$ cat config.mk
export PLATFORM = sky130hd
export DESIGN_NAME = tum_entry_matcher
export DESIGN_NICKNAME = d
export VERILOG_FILES = /design/src/verilog/tum_pkg.sv /design/src/verilog/tum_port_if.sv /design/src/verilog/tum_port_cmp.sv /design/src/verilog/tum_entry_matcher.sv
export VERILOG_INCLUDE_DIRS = /design/src /design/src/verilog
export SDC_FILE = /design/constraint.sdc
export NUM_CORES = 1
export LEC_CHECK = 0
export ABC_AREA = 1
export BUFFER_PORTS_ARGS = -buffer_cell sky130_fd_sc_hd__buf_2
export CORE_ASPECT_RATIO = 1.1
export CORE_MARGIN = 1.5
export CORE_UTILIZATION = 52
export DETAILED_ROUTE_END_ITERATION = 16
export PLACE_DENSITY = 0.76
export SLEW_MARGIN = 0
export SYNTH_ARGS = -nofsm -noshare
export SYNTH_HDL_FRONTEND = slang
export SYNTH_HIERARCHICAL = 1
export SYNTH_SLANG_ARGS = --single-unit
$ cat constraint.sdc
create_clock -name clk -period 2.3 [get_ports clk]
set_clock_uncertainty 0.05 [all_clocks]
set_input_delay 0.345 -clock clk [delete_from_list [all_inputs] [get_ports clk]]
set_output_delay 0.345 -clock clk [all_outputs]
set_load 0.02 [all_outputs]
$ cat src/verilog/tum_cfg.svh
`ifndef TUM_CFG_SVH
`define TUM_CFG_SVH

// register byte offsets
`define TUM_OFF_CTRL 8'h00
`define TUM_OFF_SRC 8'h04
`define TUM_OFF_DST 8'h08
`define TUM_OFF_STAT 8'h0C

// control word field positions
`define TUM_SRC_MODE_LSB 0
`define TUM_DST_MODE_LSB 2
`define TUM_FLAG_COND_LSB 4
`define TUM_CTRL_USED_W 16

// port word field positions
`define TUM_LO_LSB 0
`define TUM_HI_LSB 16

// status word field positions
`define TUM_STAT_HIT_BIT 0
`define TUM_STAT_SEEN_BIT 1
`define TUM_STAT_CNT_LSB 16

// tcp flag bit positions in the flag vector
`define TUM_FIN_BIT 0
`define TUM_SYN_BIT 1
`define TUM_RST_BIT 2
`define TUM_PSH_BIT 3
`define TUM_ACK_BIT 4
`define TUM_URG_BIT 5

// reset values: ports don't-care, every flag don't-care, full range
`define TUM_CTRL_RST 16'hAAA0
`define TUM_PORT_RST 32'hFFFF0000

`endif

$ cat src/verilog/tum_pkg.sv
package tum_pkg;

  // port condition modes
  typedef enum logic [1:0] {
    TUM_PM_ANY = 2'h0,
    TUM_PM_EXACT = 2'h1,
    TUM_PM_RANGE = 2'h2,
    TUM_PM_RSVD = 2'h3
  } tum_port_mode_t;

  // per-flag condition settings
  typedef enum logic [1:0] {
    TUM_FC_CLEAR = 2'h0,
    TUM_FC_SET = 2'h1,
    TUM_FC_ANY = 2'h2,
    TUM_FC_ANY2 = 2'h3
  } tum_flag_cond_t;

  // number of tcp control flags checked
  typedef logic [5:0] tum_flags_t;

endpackage

$ cat src/verilog/tum_port_if.sv
`timescale 1ns/100ps
interface tum_port_if;
  import tum_pkg::*;
  // one port condition plus the frame's port value
  tum_port_mode_t mode;
  logic [15:0] lo;
  logic [15:0] hi;
  logic [15:0] port;
  logic l4;
  logic ok;

  modport cfg (output mode, lo, hi, port, l4, input ok);
  modport cmp (input mode, lo, hi, port, l4, output ok);
endinterface

$ cat src/verilog/tum_port_cmp.sv
`timescale 1ns/100ps
module tum_port_cmp (
  // condition and frame port in, verdict out
  tum_port_if.cmp pif
);
  import tum_pkg::*;

  // verdict of one port condition
  always_comb begin
    case (pif.mode)
      // don't-care ignores the port entirely
      TUM_PM_ANY: pif.ok = 1'b1;
      // only a tcp/udp frame with the same port
      TUM_PM_EXACT: pif.ok = pif.l4 && (pif.port == pif.lo);
      // inclusive bounds; lo above hi never matches
      TUM_PM_RANGE: begin
        pif.ok = pif.l4 && (pif.port >= pif.lo) &&
                 (pif.port <= pif.hi);
      end
      // reserved code behaves as don't-care
      default: pif.ok = 1'b1;
    endcase
  end
endmodule

$ cat src/verilog/tum_entry_matcher.sv
`timescale 1ns/100ps
`include "tum_cfg.svh"

// Functional notes
// - source don't-care ignores source port
// - source exact mode needs equal port
// - source range mode needs port in bounds
// - destination don't-care ignores destination port
// - destination exact mode needs equal port
// - destination range mode needs port in bounds
// - fin condition: clear, set or any
// - syn condition: clear, set or any
// - rst condition: clear, set or any
// - psh condition: clear, set or any
// - ack condition: clear, set or any
// - urg condition: clear, set or any
module tum_entry_matcher #(
  parameter int ADDR_W = 8
) (
  // clock and reset
  input wire logic clk,
  input wire logic rst_n,
  // apb slave
  input wire logic psel,
  input wire logic penable,
  input wire logic pwrite,
  input wire logic [ADDR_W-1:0] paddr,
  input wire logic [31:0] pwdata,
  output logic [31:0] prdata,
  output logic pready,
  output logic pslverr,
  // parsed frame header, one frame per valid cycle
  input wire logic frm_valid,
  input wire logic frm_is_tcp,
  input wire logic frm_is_udp,
  input wire logic [15:0] frm_src_port,
  input wire logic [15:0] frm_dst_port,
  input wire tum_pkg::tum_flags_t frm_tcp_flags,
  // match verdict, one cycle after the frame
  output logic match_valid,
  output logic match_hit
);
  import tum_pkg::*;

  // flag check shared by all six flags
  function automatic logic flag_ok(input logic [1:0] cond,
                                   input logic tcp,
                                   input logic flag);
    logic seen;
    seen = tcp && flag;
    case (cond)
      // a set flag blocks; udp carries no flags so passes
      TUM_FC_CLEAR: flag_ok = !seen;
      // only a tcp frame with the flag set passes
      TUM_FC_SET: flag_ok = seen;
      // don't-care
      default: flag_ok = 1'b1;
    endcase
  endfunction

  // decode of a word offset within the map
  function automatic logic hit_off(input logic [ADDR_W-1:0] a,
                                   input logic [7:0] off);
    hit_off = (a == ADDR_W'(off));
  endfunction

  // entry settings
  logic [15:0] ctrl_q; // modes and flag conditions
  logic [31:0] src_q; // source lo/exact and hi
  logic [31:0] dst_q; // destination lo/exact and hi
  // block state seen by software
  logic last_hit_q; // verdict of the latest frame
  logic seen_q; // any frame judged since reset
  logic [15:0] hit_cnt_q; // hits, wraps at 16 bits
  // bus outputs
  logic [31:0] prdata_q;
  logic pready_q;
  logic pslverr_q;
  // verdict outputs
  logic match_valid_q;
  logic match_hit_q;

  // bus phase decode
  logic setup_ph; // first cycle of a transfer
  logic wr_done; // write completes this edge
  logic mapped; // address names a register
  logic [31:0] rd_mux; // read value before register

  // condition fields
  logic [1:0] src_mode;
  logic [1:0] dst_mode;
  logic [11:0] fcond;
  logic l4;

  // per-condition verdicts
  logic src_ok;
  logic dst_ok;
  tum_flags_t flg_ok;
  logic all_ok;

  tum_port_if src_if ();
  tum_port_if dst_if ();

  assign src_mode = ctrl_q[`TUM_SRC_MODE_LSB +: 2];
  assign dst_mode = ctrl_q[`TUM_DST_MODE_LSB +: 2];
  assign fcond = ctrl_q[`TUM_FLAG_COND_LSB +: 12];
  assign l4 = frm_is_tcp || frm_is_udp;

  // feed the two port comparators
  assign src_if.mode = tum_port_mode_t'(src_mode);
  assign src_if.lo = src_q[`TUM_LO_LSB +: 16];
  assign src_if.hi = src_q[`TUM_HI_LSB +: 16];
  assign src_if.port = frm_src_port;
  assign src_if.l4 = l4;
  assign dst_if.mode = tum_port_mode_t'(dst_mode);
  assign dst_if.lo = dst_q[`TUM_LO_LSB +: 16];
  assign dst_if.hi = dst_q[`TUM_HI_LSB +: 16];
  assign dst_if.port = frm_dst_port;
  assign dst_if.l4 = l4;

  // source port condition
  tum_port_cmp u_src_cmp (
    .pif (src_if.cmp)
  );

  // destination port condition
  tum_port_cmp u_dst_cmp (
    .pif (dst_if.cmp)
  );

  assign src_ok = src_if.ok;
  assign dst_ok = dst_if.ok;

  // flag conditions, two bits each in flag bit order
  always_comb begin
    flg_ok[`TUM_FIN_BIT] = flag_ok(fcond[1:0], frm_is_tcp,
      frm_tcp_flags[`TUM_FIN_BIT]);
    flg_ok[`TUM_SYN_BIT] = flag_ok(fcond[3:2], frm_is_tcp,
      frm_tcp_flags[`TUM_SYN_BIT]);
    flg_ok[`TUM_RST_BIT] = flag_ok(fcond[5:4], frm_is_tcp,
      frm_tcp_flags[`TUM_RST_BIT]);
    flg_ok[`TUM_PSH_BIT] = flag_ok(fcond[7:6], frm_is_tcp,
      frm_tcp_flags[`TUM_PSH_BIT]);
    flg_ok[`TUM_ACK_BIT] = flag_ok(fcond[9:8], frm_is_tcp,
      frm_tcp_flags[`TUM_ACK_BIT]);
    flg_ok[`TUM_URG_BIT] = flag_ok(fcond[11:10], frm_is_tcp,
      frm_tcp_flags[`TUM_URG_BIT]);
  end

  // every active condition at once
  assign all_ok = src_ok && dst_ok && (&flg_ok);

  // verdict register, one cycle after the frame
  always_ff @(posedge clk) begin
    if (!rst_n) begin
      match_valid_q <= 1'b0;
      match_hit_q <= 1'b0;
    end else begin
      match_valid_q <= frm_valid;
      // hit only qualified by a real frame
      match_hit_q <= frm_valid && all_ok;
    end
  end

  // software view of recent verdicts
  always_ff @(posedge clk) begin
    if (!rst_n) begin
      last_hit_q <= 1'b0;
      seen_q <= 1'b0;
      hit_cnt_q <= 16'h0000;
    end else if (frm_valid) begin
      last_hit_q <= all_ok;
      seen_q <= 1'b1;
      // counter wraps; software takes differences
      if (all_ok) begin
        hit_cnt_q <= hit_cnt_q + 16'h0001;
      end
    end
  end

  // apb phase decode
  assign setup_ph = psel && !penable;
  assign wr_done = psel && penable && pready_q && pwrite;
  assign mapped = hit_off(paddr, `TUM_OFF_CTRL) ||
                  hit_off(paddr, `TUM_OFF_SRC) ||
                  hit_off(paddr, `TUM_OFF_DST) ||
                  hit_off(paddr, `TUM_OFF_STAT);

  // read mux; reserved bits read zero
  always_comb begin
    rd_mux = 32'h00000000;
    if (hit_off(paddr, `TUM_OFF_CTRL)) begin
      rd_mux[`TUM_CTRL_USED_W-1:0] = ctrl_q;
    end else if (hit_off(paddr, `TUM_OFF_SRC)) begin
      rd_mux = src_q;
    end else if (hit_off(paddr, `TUM_OFF_DST)) begin
      rd_mux = dst_q;
    end else if (hit_off(paddr, `TUM_OFF_STAT)) begin
      rd_mux[`TUM_STAT_HIT_BIT] = last_hit_q;
      rd_mux[`TUM_STAT_SEEN_BIT] = seen_q;
      rd_mux[`TUM_STAT_CNT_LSB +: 16] = hit_cnt_q;
    end
  end

  // fixed zero-wait answer: ready in the first access cycle
  always_ff @(posedge clk) begin
    if (!rst_n) begin
      pready_q <= 1'b0;
      pslverr_q <= 1'b0;
      prdata_q <= 32'h00000000;
    end else begin
      pready_q <= setup_ph;
      if (setup_ph) begin
        // unmapped offsets answer with an error, data zero
        pslverr_q <= !mapped;
        prdata_q <= pwrite ? 32'h00000000 : rd_mux;
      end else if (!psel) begin
        pslverr_q <= 1'b0;
        prdata_q <= 32'h00000000;
      end
    end
  end

  // entry settings; a change applies to the next frame
  always_ff @(posedge clk) begin
    if (!rst_n) begin
      ctrl_q <= `TUM_CTRL_RST;
      src_q <= `TUM_PORT_RST;
      dst_q <= `TUM_PORT_RST;
    end else if (wr_done) begin
      // status is read only; writes there are dropped
      if (hit_off(paddr, `TUM_OFF_CTRL)) begin
        ctrl_q <= pwdata[`TUM_CTRL_USED_W-1:0];
      end
      if (hit_off(paddr, `TUM_OFF_SRC)) begin
        src_q <= pwdata;
      end
      if (hit_off(paddr, `TUM_OFF_DST)) begin
        dst_q <= pwdata;
      end
    end
  end

  assign prdata = prdata_q;
  assign pready = pready_q;
  assign pslverr = pslverr_q;
  assign match_valid = match_valid_q;
  assign match_hit = match_hit_q;

  // checks on the verdict against the settings in force, and on the apb answer
  src_any_a: assert property (@(posedge clk) disable iff (!rst_n)
    frm_valid && src_mode == TUM_PM_ANY && dst_mode == TUM_PM_ANY &&
    (&flg_ok) |=> match_hit_q)
    else $error("source don't-care still blocked a frame");

  src_exact_a: assert property (@(posedge clk)
    disable iff (!rst_n)
    frm_valid && src_mode == TUM_PM_EXACT &&
    frm_src_port != src_q[15:0] |=> !match_hit_q)
    else $error("exact source mismatch gave a hit");

  src_range_a: assert property (@(posedge clk)
    disable iff (!rst_n)
    frm_valid && src_mode == TUM_PM_RANGE && l4 &&
    (frm_src_port < src_q[15:0] || frm_src_port > src_q[31:16])
    |=> !match_hit_q)
    else $error("source outside range gave a hit");

  dst_any_a: assert property (@(posedge clk) disable iff (!rst_n)
    frm_valid && dst_mode == TUM_PM_ANY |-> dst_ok)
    else $error("destination don't-care rejected a frame");

  dst_exact_a: assert property (@(posedge clk)
    disable iff (!rst_n)
    frm_valid && dst_mode == TUM_PM_EXACT && l4 &&
    frm_dst_port == dst_q[15:0] && src_ok && (&flg_ok)
    |=> match_valid_q && match_hit_q)
    else $error("exact destination equal port missed");

  dst_range_a: assert property (@(posedge clk)
    disable iff (!rst_n)
    frm_valid && dst_mode == TUM_PM_RANGE &&
    (frm_dst_port < dst_q[15:0] || frm_dst_port > dst_q[31:16])
    |=> !match_hit_q)
    else $error("destination outside range gave a hit");

  fin_set_a: assert property (@(posedge clk)
    disable iff (!rst_n)
    frm_valid && fcond[1:0] == TUM_FC_SET &&
    !(frm_is_tcp && frm_tcp_flags[`TUM_FIN_BIT]) |=> !match_hit_q)
    else $error("fin must-be-set passed without fin");

  syn_clear_a: assert property (@(posedge clk)
    disable iff (!rst_n)
    frm_valid && fcond[3:2] == TUM_FC_CLEAR && frm_is_tcp &&
    frm_tcp_flags[`TUM_SYN_BIT] |=> !match_hit_q)
    else $error("syn must-be-clear passed a syn frame");

  rst_flag_a: assert property (@(posedge clk)
    disable iff (!rst_n)
    frm_valid && fcond[5:4] == TUM_FC_CLEAR && frm_is_tcp &&
    frm_tcp_flags[`TUM_RST_BIT] |=> !match_hit_q)
    else $error("rst must-be-clear passed an rst frame");

  psh_flag_a: assert property (@(posedge clk)
    disable iff (!rst_n)
    frm_valid && fcond[7:6] == TUM_FC_SET && !frm_is_tcp
    |=> !match_hit_q)
    else $error("psh must-be-set passed a non-tcp frame");

  ack_any_a: assert property (@(posedge clk)
    disable iff (!rst_n)
    fcond[9:8] >= TUM_FC_ANY |-> flg_ok[`TUM_ACK_BIT])
    else $error("ack don't-care rejected a frame");

  urg_set_a: assert property (@(posedge clk)
    disable iff (!rst_n)
    frm_valid && fcond[11:10] == TUM_FC_SET &&
    !frm_tcp_flags[`TUM_URG_BIT] |=> !match_hit_q)
    else $error("urg must-be-set passed without urg");

  hit_and_a: assert property (@(posedge clk)
    disable iff (!rst_n)
    match_hit_q |-> $past(frm_valid) && $past(src_ok) &&
    $past(dst_ok) && $past(&flg_ok))
    else $error("hit without every condition met");

  apb_ready_a: assert property (@(posedge clk) disable iff (!rst_n)
    psel && !penable ##1 psel && penable |-> pready_q)
    else $error("access phase did not answer in one cycle");

  fin_clear_a: assert property (@(posedge clk)
    disable iff (!rst_n)
    frm_valid && fcond[1:0] == TUM_FC_CLEAR && frm_is_tcp &&
    frm_tcp_flags[`TUM_FIN_BIT] |=> !match_hit_q)
    else $error("fin must-be-clear passed a fin frame");

  ack_set_a: assert property (@(posedge clk)
    disable iff (!rst_n)
    frm_valid && fcond[9:8] == TUM_FC_SET &&
    !(frm_is_tcp && frm_tcp_flags[`TUM_ACK_BIT]) |=> !match_hit_q)
    else $error("ack must-be-set passed without ack");

  urg_clear_a: assert property (@(posedge clk)
    disable iff (!rst_n)
    frm_valid && fcond[11:10] == TUM_FC_CLEAR && frm_is_tcp &&
    frm_tcp_flags[`TUM_URG_BIT] |=> !match_hit_q)
    else $error("urg must-be-clear passed an urg frame");

  verdict_lat_a: assert property (@(posedge clk)
    disable iff (!rst_n)
    frm_valid |=> match_valid_q)
    else $error("frame gave no verdict one cycle later");

  apb_err_a: assert property (@(posedge clk) disable iff (!rst_n)
    setup_ph && !mapped |=> pready_q && pslverr_q)
    else $error("unmapped access answered without error");

endmodule

[Yosys cells after proc, flatten, opt, wreduce, memory -nomap -nowiden]
Cells that the tools add are included.
Storage, ports and cells
  logic and storage cells: 96
  bits of input ports: 86
  output and inout bits: 36
  bits in registers: 134
Operators by class
  equality and inequality tests: 16
  $add $sub $neg: 1
  reduce and logical (&&, ||, !) cells: 43
  order comparisons: 4
  muxes and demuxes: 21
Operators by type and width (number)
  32-bit 2-to-1 mux: 4
  16-bit 2-to-1 mux: 4
  16-bit equality test: 2
  16-bit >= comparator: 2
  16-bit <= comparator: 2
  1-bit logical AND: 19
  16-bit by 1-bit adder with 16-bit output, second input constant: 1
  2-bit by 1-bit equality test with 1-bit output, second input constant: 8
  8-bit by 4-bit equality test with 1-bit output, second input constant: 2
  1-bit case mux with 2 select lines: 8
  14-bit 2-to-1 mux: 1
  2-bit logical NOT: 6
  8-bit by 3-bit equality test with 1-bit output, second input constant: 1
  1-bit logical NOT: 8
  8-bit logical NOT: 1
  2-bit AND reduction: 4
  6-bit AND reduction: 1
  2-bit equality test, second input constant: 2
  1-bit logical OR: 4
  2-bit 2-to-1 mux: 2
  1-bit 2-to-1 mux: 2
  2-bit by 1-bit inequality test with 1-bit output, second input constant: 1

[Depth between registers and ports, before layout]
  word-level depth: 7
  depth in mapped cells: 23
  gate-level depth less buffers: 23

[Modules after synthesis]
Netlist, hierarchy kept.
By module, submodules not included
  tum_entry_matcher: sequential area each 2682.6 um^2, cells each 851, times used 1, area an instance 6094.6 um^2
  tum_port_cmp: sequential area each 0.0 um^2, cells each 153, times used 2, area an instance 972.2 um^2

[Least setup slack after synthesis]
OpenSTA, ideal clock, no wires.
  kind: flip-flop to flip-flop
  start point: register src_q[7]
  end point: register hit_cnt_q[11]
  slack: 169 ps
  path buffers: 1
  arrival: 1949 ps
  stages on the path, launching flop included: 19
  clock period less this slack: 2131 ps
  setup time: 132 ps
  data required time: 2118 ps
  cells stage by stage: dfxtp_1 -> inv_1 -> ha_1 -> nand2_2 -> nor2_4 -> nand3_2 -> o21ai_1 -> nor2_1 -> nand2_1 -> nand3_1 -> nand2_1 -> nand2_1 -> nor2_1 -> nand2_1 -> nor2_1 -> nand2_2 -> buf_4 -> nand2_1 -> a21oi_1
Between the ends
  longest elaborated chain between the ends: 7
  elaborated cells between the ends (all ways): 9
  classes of those cells: order compare (1); eq/ne (1); mux (1); reduce/logical (6)
RTL lines
  from (decl): line tum_entry_matcher.sv:69  | logic [31:0] src_q;
  from (signal assigned): line tum_entry_matcher.sv:228  | src_q <= `TUM_PORT_RST;
  from (signal assigned): line tum_entry_matcher.sv:236  | src_q <= pwdata;
  16-bit >= comparator: line tum_port_cmp.sv:17  | pif.ok = pif.l4 && (pif.port >= pif.lo) &&
  1-bit logical AND (2 in a row): line tum_port_cmp.sv:17
  1-bit case mux with 2 select lines (*): line tum_port_cmp.sv:10  | case (pif.mode)
  net src_if.ok: line tum_port_if.sv:10  | logic ok;
  1-bit logical AND (*) (2 in a row): line tum_entry_matcher.sv:151  | assign all_ok = src_ok && dst_ok && (&flg_ok);
  2-bit AND reduction (no source line) (*)
  to (signal assigned): line tum_entry_matcher.sv:176  | hit_cnt_q <= hit_cnt_q + 16'h0001;
  to (decl): line tum_entry_matcher.sv:74  | logic [15:0] hit_cnt_q;
The timed path passes the listed nets; every way through them passes the cells marked *.
A chain may end at the register's enable or synchronous reset.

[Worst setup path in the final report]
  start point: register src_q[21]
  end point: register hit_cnt_q[7]
Between the ends
  longest elaborated chain between the ends: 6
RTL lines
  16-bit <= comparator: line tum_port_cmp.sv:18  | (pif.port <= pif.hi);
  1-bit logical AND: line tum_port_cmp.sv:17
  1-bit case mux with 2 select lines: line tum_port_cmp.sv:10
  net src_if.ok: line tum_port_if.sv:10
  1-bit logical AND (2 in a row): line tum_entry_matcher.sv:151
  2-bit AND reduction (no source line)
The timed path passes the listed nets, and every way through them passes these cells.

==> results by stage <==
Status:
- The run finished, with violations left.
- The final reports fail on setup timing.

Die:
- The floorplan step defined a die boundary enclosing 16200 µm².
- The width of the die is 122 µm.
- The core footprint is 15100 µm².
- The floorplan has 47 rows.
- The initial utilization of the core area, before any placement, comes to 53.4%.
- The chip height is 133 µm.
- The top-level I/O count is 122.

Route:
- The total length of routed wires is 26300 µm.
- In the routed layout, each cell is associated on average with a via count of 5.57.
- The total number of vias is 8440.
- After detailed routing, the number of remaining DRC violations is 0.
- For this block, the initial DRC count from the detailed router was 1064.
- The count of TritonRoute iterations in the first routing pass is 8.
- Dividing the detail-routed wire length by the instance count gives 17.3 µm.
- The number of nets with antenna violations after routing is 0.

Yosys:
- Counting flops with a built-in enable in the synthesized netlist gives 0.
- The total standard cell area after synthesis is 8040 µm².
- The xor/xnor cell area share of the yosys netlist is 0.763%.
- The share of synthesized cell area in and, or, nand and nor gates is 27.7%.
- Counting flops with an async set or reset pin after synthesis yields a share of 0%.
- The synthesized netlist devotes 10.7% of its cell area to adder and majority cells.
- The average instance in the mapped netlist occupies 6.95 µm².
- The count of mapped cells out of synthesis is 1157.
- The post-synthesis mux area share is 0%.
- The compound-cell area share of the yosys netlist is 16.0%.
- The synthesized net count is 1312.
- The flip-flop cell with the highest count after synthesis is dfxtp_1.
- Sequential cells were found to cover 33.4% of the synthesized design area.
- The synthesized design contains 134 register bits.
- The Yosys warning count is 6.
- The distinct cell type count after synthesis is 38.
- By area, the combinational part of the netlist is dominated by simple AND/OR/NAND/NOR gates.

Global routing:
- The number of antenna violations at the first check in global routing is 1.
- Entering global routing, the biggest net connects 58 pins.
- The number of global-route vias before repair is 7469.
- The first-pass GRT wire length is 38300 µm.
- Global routing used 30.7% of the available tracks across all layers.
- The total overflow left after global routing is 0.

Clock tree:
- The maximum root-to-sink buffer count is 2.
- The clock slew seen by the registers of the worst setup and hold paths is 0.06 ns.
- The tree built by TritonCTS fans out to 134 sinks.
- After clock tree synthesis, the flow added hold-fix buffers numbering 0.
- The clock tree from TritonCTS is built.
- The clock root buffer is clkbuf_16.
- In this run, CTS created clock tree buffers numbering 17.
- At the later pin of the worst-skew pair, clock insertion delay measures 0.43 ns.
- The number of levels in the clock H-tree is 4.

Flow run:
- The number of violations of the max-capacitance limit is 0.

Worst setup path:
- The critical path is of the reg -> reg type.
- The maximum net fanout on the critical path is 7.
- The worst endpoint required time is 2.53 ns.
- The number of cells on the worst reg-to-reg path is 19.
- For the worst setup path, the data arrival time is 2.76 ns.
- The critical register-to-register path startpoint is src_q[21].
- The setup slack of the worst register-to-register path is -0.23 ns.
- The sort of element at the start of the critical path is a flip-flop.
- In this run the critical register-to-register path is captured at hit_cnt_q[7].
- The kind of end point of the critical path is a flip-flop.

Power and ir drop:
- The internal power summed over all cells is 4120 µW.
- In this run the power spent charging and discharging nets is 1310 µW.
- The proportion of power drawn by combinational gates is 9.6%.
- Net switching is 24.2% of the power.
- The share of total power dissipated in sequential elements is 43.0%.
- The peak ir drop on the vdd network is 0.000456 V.
- Power spread over the standard cell area amounts to 527 nW/µm².
- The leakage power total is 0.00482 µW.
- The clock network is responsible for 47.4% of the overall power.

Timing:
- The number of hold violations in the final report was 0.
- The worst slew margin relative to its limit is 46.2%.
- The slew at the pin closest to its max-slew limit is 0.806 ns.
- Subtracting the final worst setup slack from the clock period gives 2.53 ns.
- The number of max-slew violations in the final report is 0.
- Setup repair after global routing could not meet its margin everywhere.
- The period utilization is 110%.
- The worst hold slack across all endpoints is 0.104 ns.
- The number of setup violations in the final report is 18.
- In the final timing run, aggregate negative setup slack is -3.08 ns.
- Timing would allow up to 0.396 GHz.
- The setup slack of the critical path after layout is -0.227 ns.

Cells and area:
- The number of inserted filler cells in the final layout is 1273.
- The area growth from synthesis to layout is 28.1%.
- The layout cell share with drive strength beyond 1 is 30.0%.
- The library cell used most frequently in the layout, excluding fill and tap cells, is nand2_1.
- The post-layout net count is 1464.
- In the layout the commonest cells are 237 x nand2_1, 132 x inv_1, 121 x buf_2, 116 x nand3_1, 105 x a21oi_1.
- 0 antenna diodes ended up in the layout.

Place:
- After legalization and detailed placement, the total HPWL measured 18600 µm.
- The quantity of I/O buffers inserted on ports is 121.
- The final RePlAce weighted congestion is 0.939.

Worst hold path:
- The worst hold path depth is 3.
- The worst hold path belongs to the class in -> reg.
- The startpoint identified for the worst hold timing path is frm_valid.
- The path with the worst hold slack has its endpoint at match_valid.
[cell families (layout without fill, tap and decap cells)]
logic type	count (synthesis)	count (layout)
AND/OR/NAND/NOR	498	498
AO/OA/AOI/OAI	228	228
buffers and inverters	221	384
flip-flops	134	134
adder cells (fa/ha/maj)	69	69
XOR/XNOR	7	7
[critical path, cell delays in order (launching register included)]
cell and delay, ns:
dfxtp_2 0.34, inv_1 0.07, ha_4 0.25, a21oi_2 0.16, nor2_1 0.09, nor2_2 0.12, nand2_1 0.07, nand2_1 0.05
nand2_1 0.04, nand2_1 0.07, nand3_2 0.07, nand2_2 0.09, nand2_2 0.07, nor2_2 0.11, nand2_1 0.09, nor2_2 0.17
nand2_2 0.15, clkbuf_16 0.20, nand2_1 0.06, a21oi_1 0.07
[layer usage]
| layer | routed length (µm) | GRT usage, % | share of wire [%] |
|---|---|---|---|
| met5 | 0 | 0 | 0 |
| met4 | 1010 | 11.2 | 3.8 |
| met3 | 2240 | 5.78 | 8.5 |
| met2 | 11900 | 46.9 | 45 |
| met1 | 11100 | 43.2 | 42 |
[Yosys cell counts (5+ instances only)]
cell,n,area (µm²)
inv_2,8,30.0
inv_1,155,582
dfxtp_1,134,2680
o211ai_1,36,270
ha_1,69,863
o21ai_1,38,190
a21oi_1,114,571
nor2_1,69,259
clkbuf_1,17,63.8
nand3_1,120,601
nor2_4,8,90.1
buf_4,8,60.1
o21ai_0,23,115
nor2_2,9,56.3
nand2_2,12,75.1
buf_2,22,110
xor2_1,5,43.8
nand4_1,8,50.1
nand2_1,260,976
[cell type report]
cell class                 instances  area (µm²)  share of cell area, %
clock buffer                      26         499                   4.85
inverter                         167         627                   6.09
clock inverter                     4        45.0                  0.437
multi-input combinational        802        5000                   48.5
timing repair buffer             187        1150                   11.2
tap                              196         245                   2.38
sequential                       134        2730                   26.5
[state kept, by name, indices dropped and copies added (netlist names)]
name	flops
pslverr	1
src_q	32
pready	1
hit_cnt_q	16
seen_q	1
match_valid	1
last_hit_q	1
dst_q	32
match_hit	1
ctrl_q	16
prdata	32
[power by group through the flow]
stage / Clock, µW / Combinational [µW] / Sequential (µW)
after floorplan: 0 / 239 / 2390
after global placement: 0 / 424 / 2390
after detailed placement: 0 / 433 / 2390
after CTS: 2580 / 451 / 2340
after global routing: 2680 / 566 / 2340
final: 2570 / 522 / 2340
[metrics by stage]
step           setup WS, ns  std cells  power [µW]  cell area, µm²  utilization [%]
2_1_floorplan         0.169       1157        2630            8040                -
3_3_place_gp         -0.140       1481        2810            9090             60.4
3_5_place_dp         -0.233       1481        2820            9090             60.4
4_1_cts            -0.00496       1512        5370            9790             65.1
5_1_grt              -0.321       1516        5580           10300             68.4
6_report             -0.227       1516        5430           10300             68.4
[repair_timing]
item | CTS | global route
gates cloned | 0 | 1
endpoints found under the setup margin | 17 | 18
gates resized for setup | 37 | 105
buffers inserted | 1 | 3
pin swaps | 9 | 12
[how the worst max path moves through the flow]
stage | from | end
final | src_q[21] | hit_cnt_q[7]
after global routing | src_q[21] | hit_cnt_q[2]
after CTS | src_q[31] | hit_cnt_q[7]
after detailed placement | frm_src_port[5] | hit_cnt_q[7]
after global placement | frm_src_port[7] | hit_cnt_q[13]
after floorplan | src_q[7] | hit_cnt_q[11]
No activity file was read; power rests on OpenSTA's default activity.
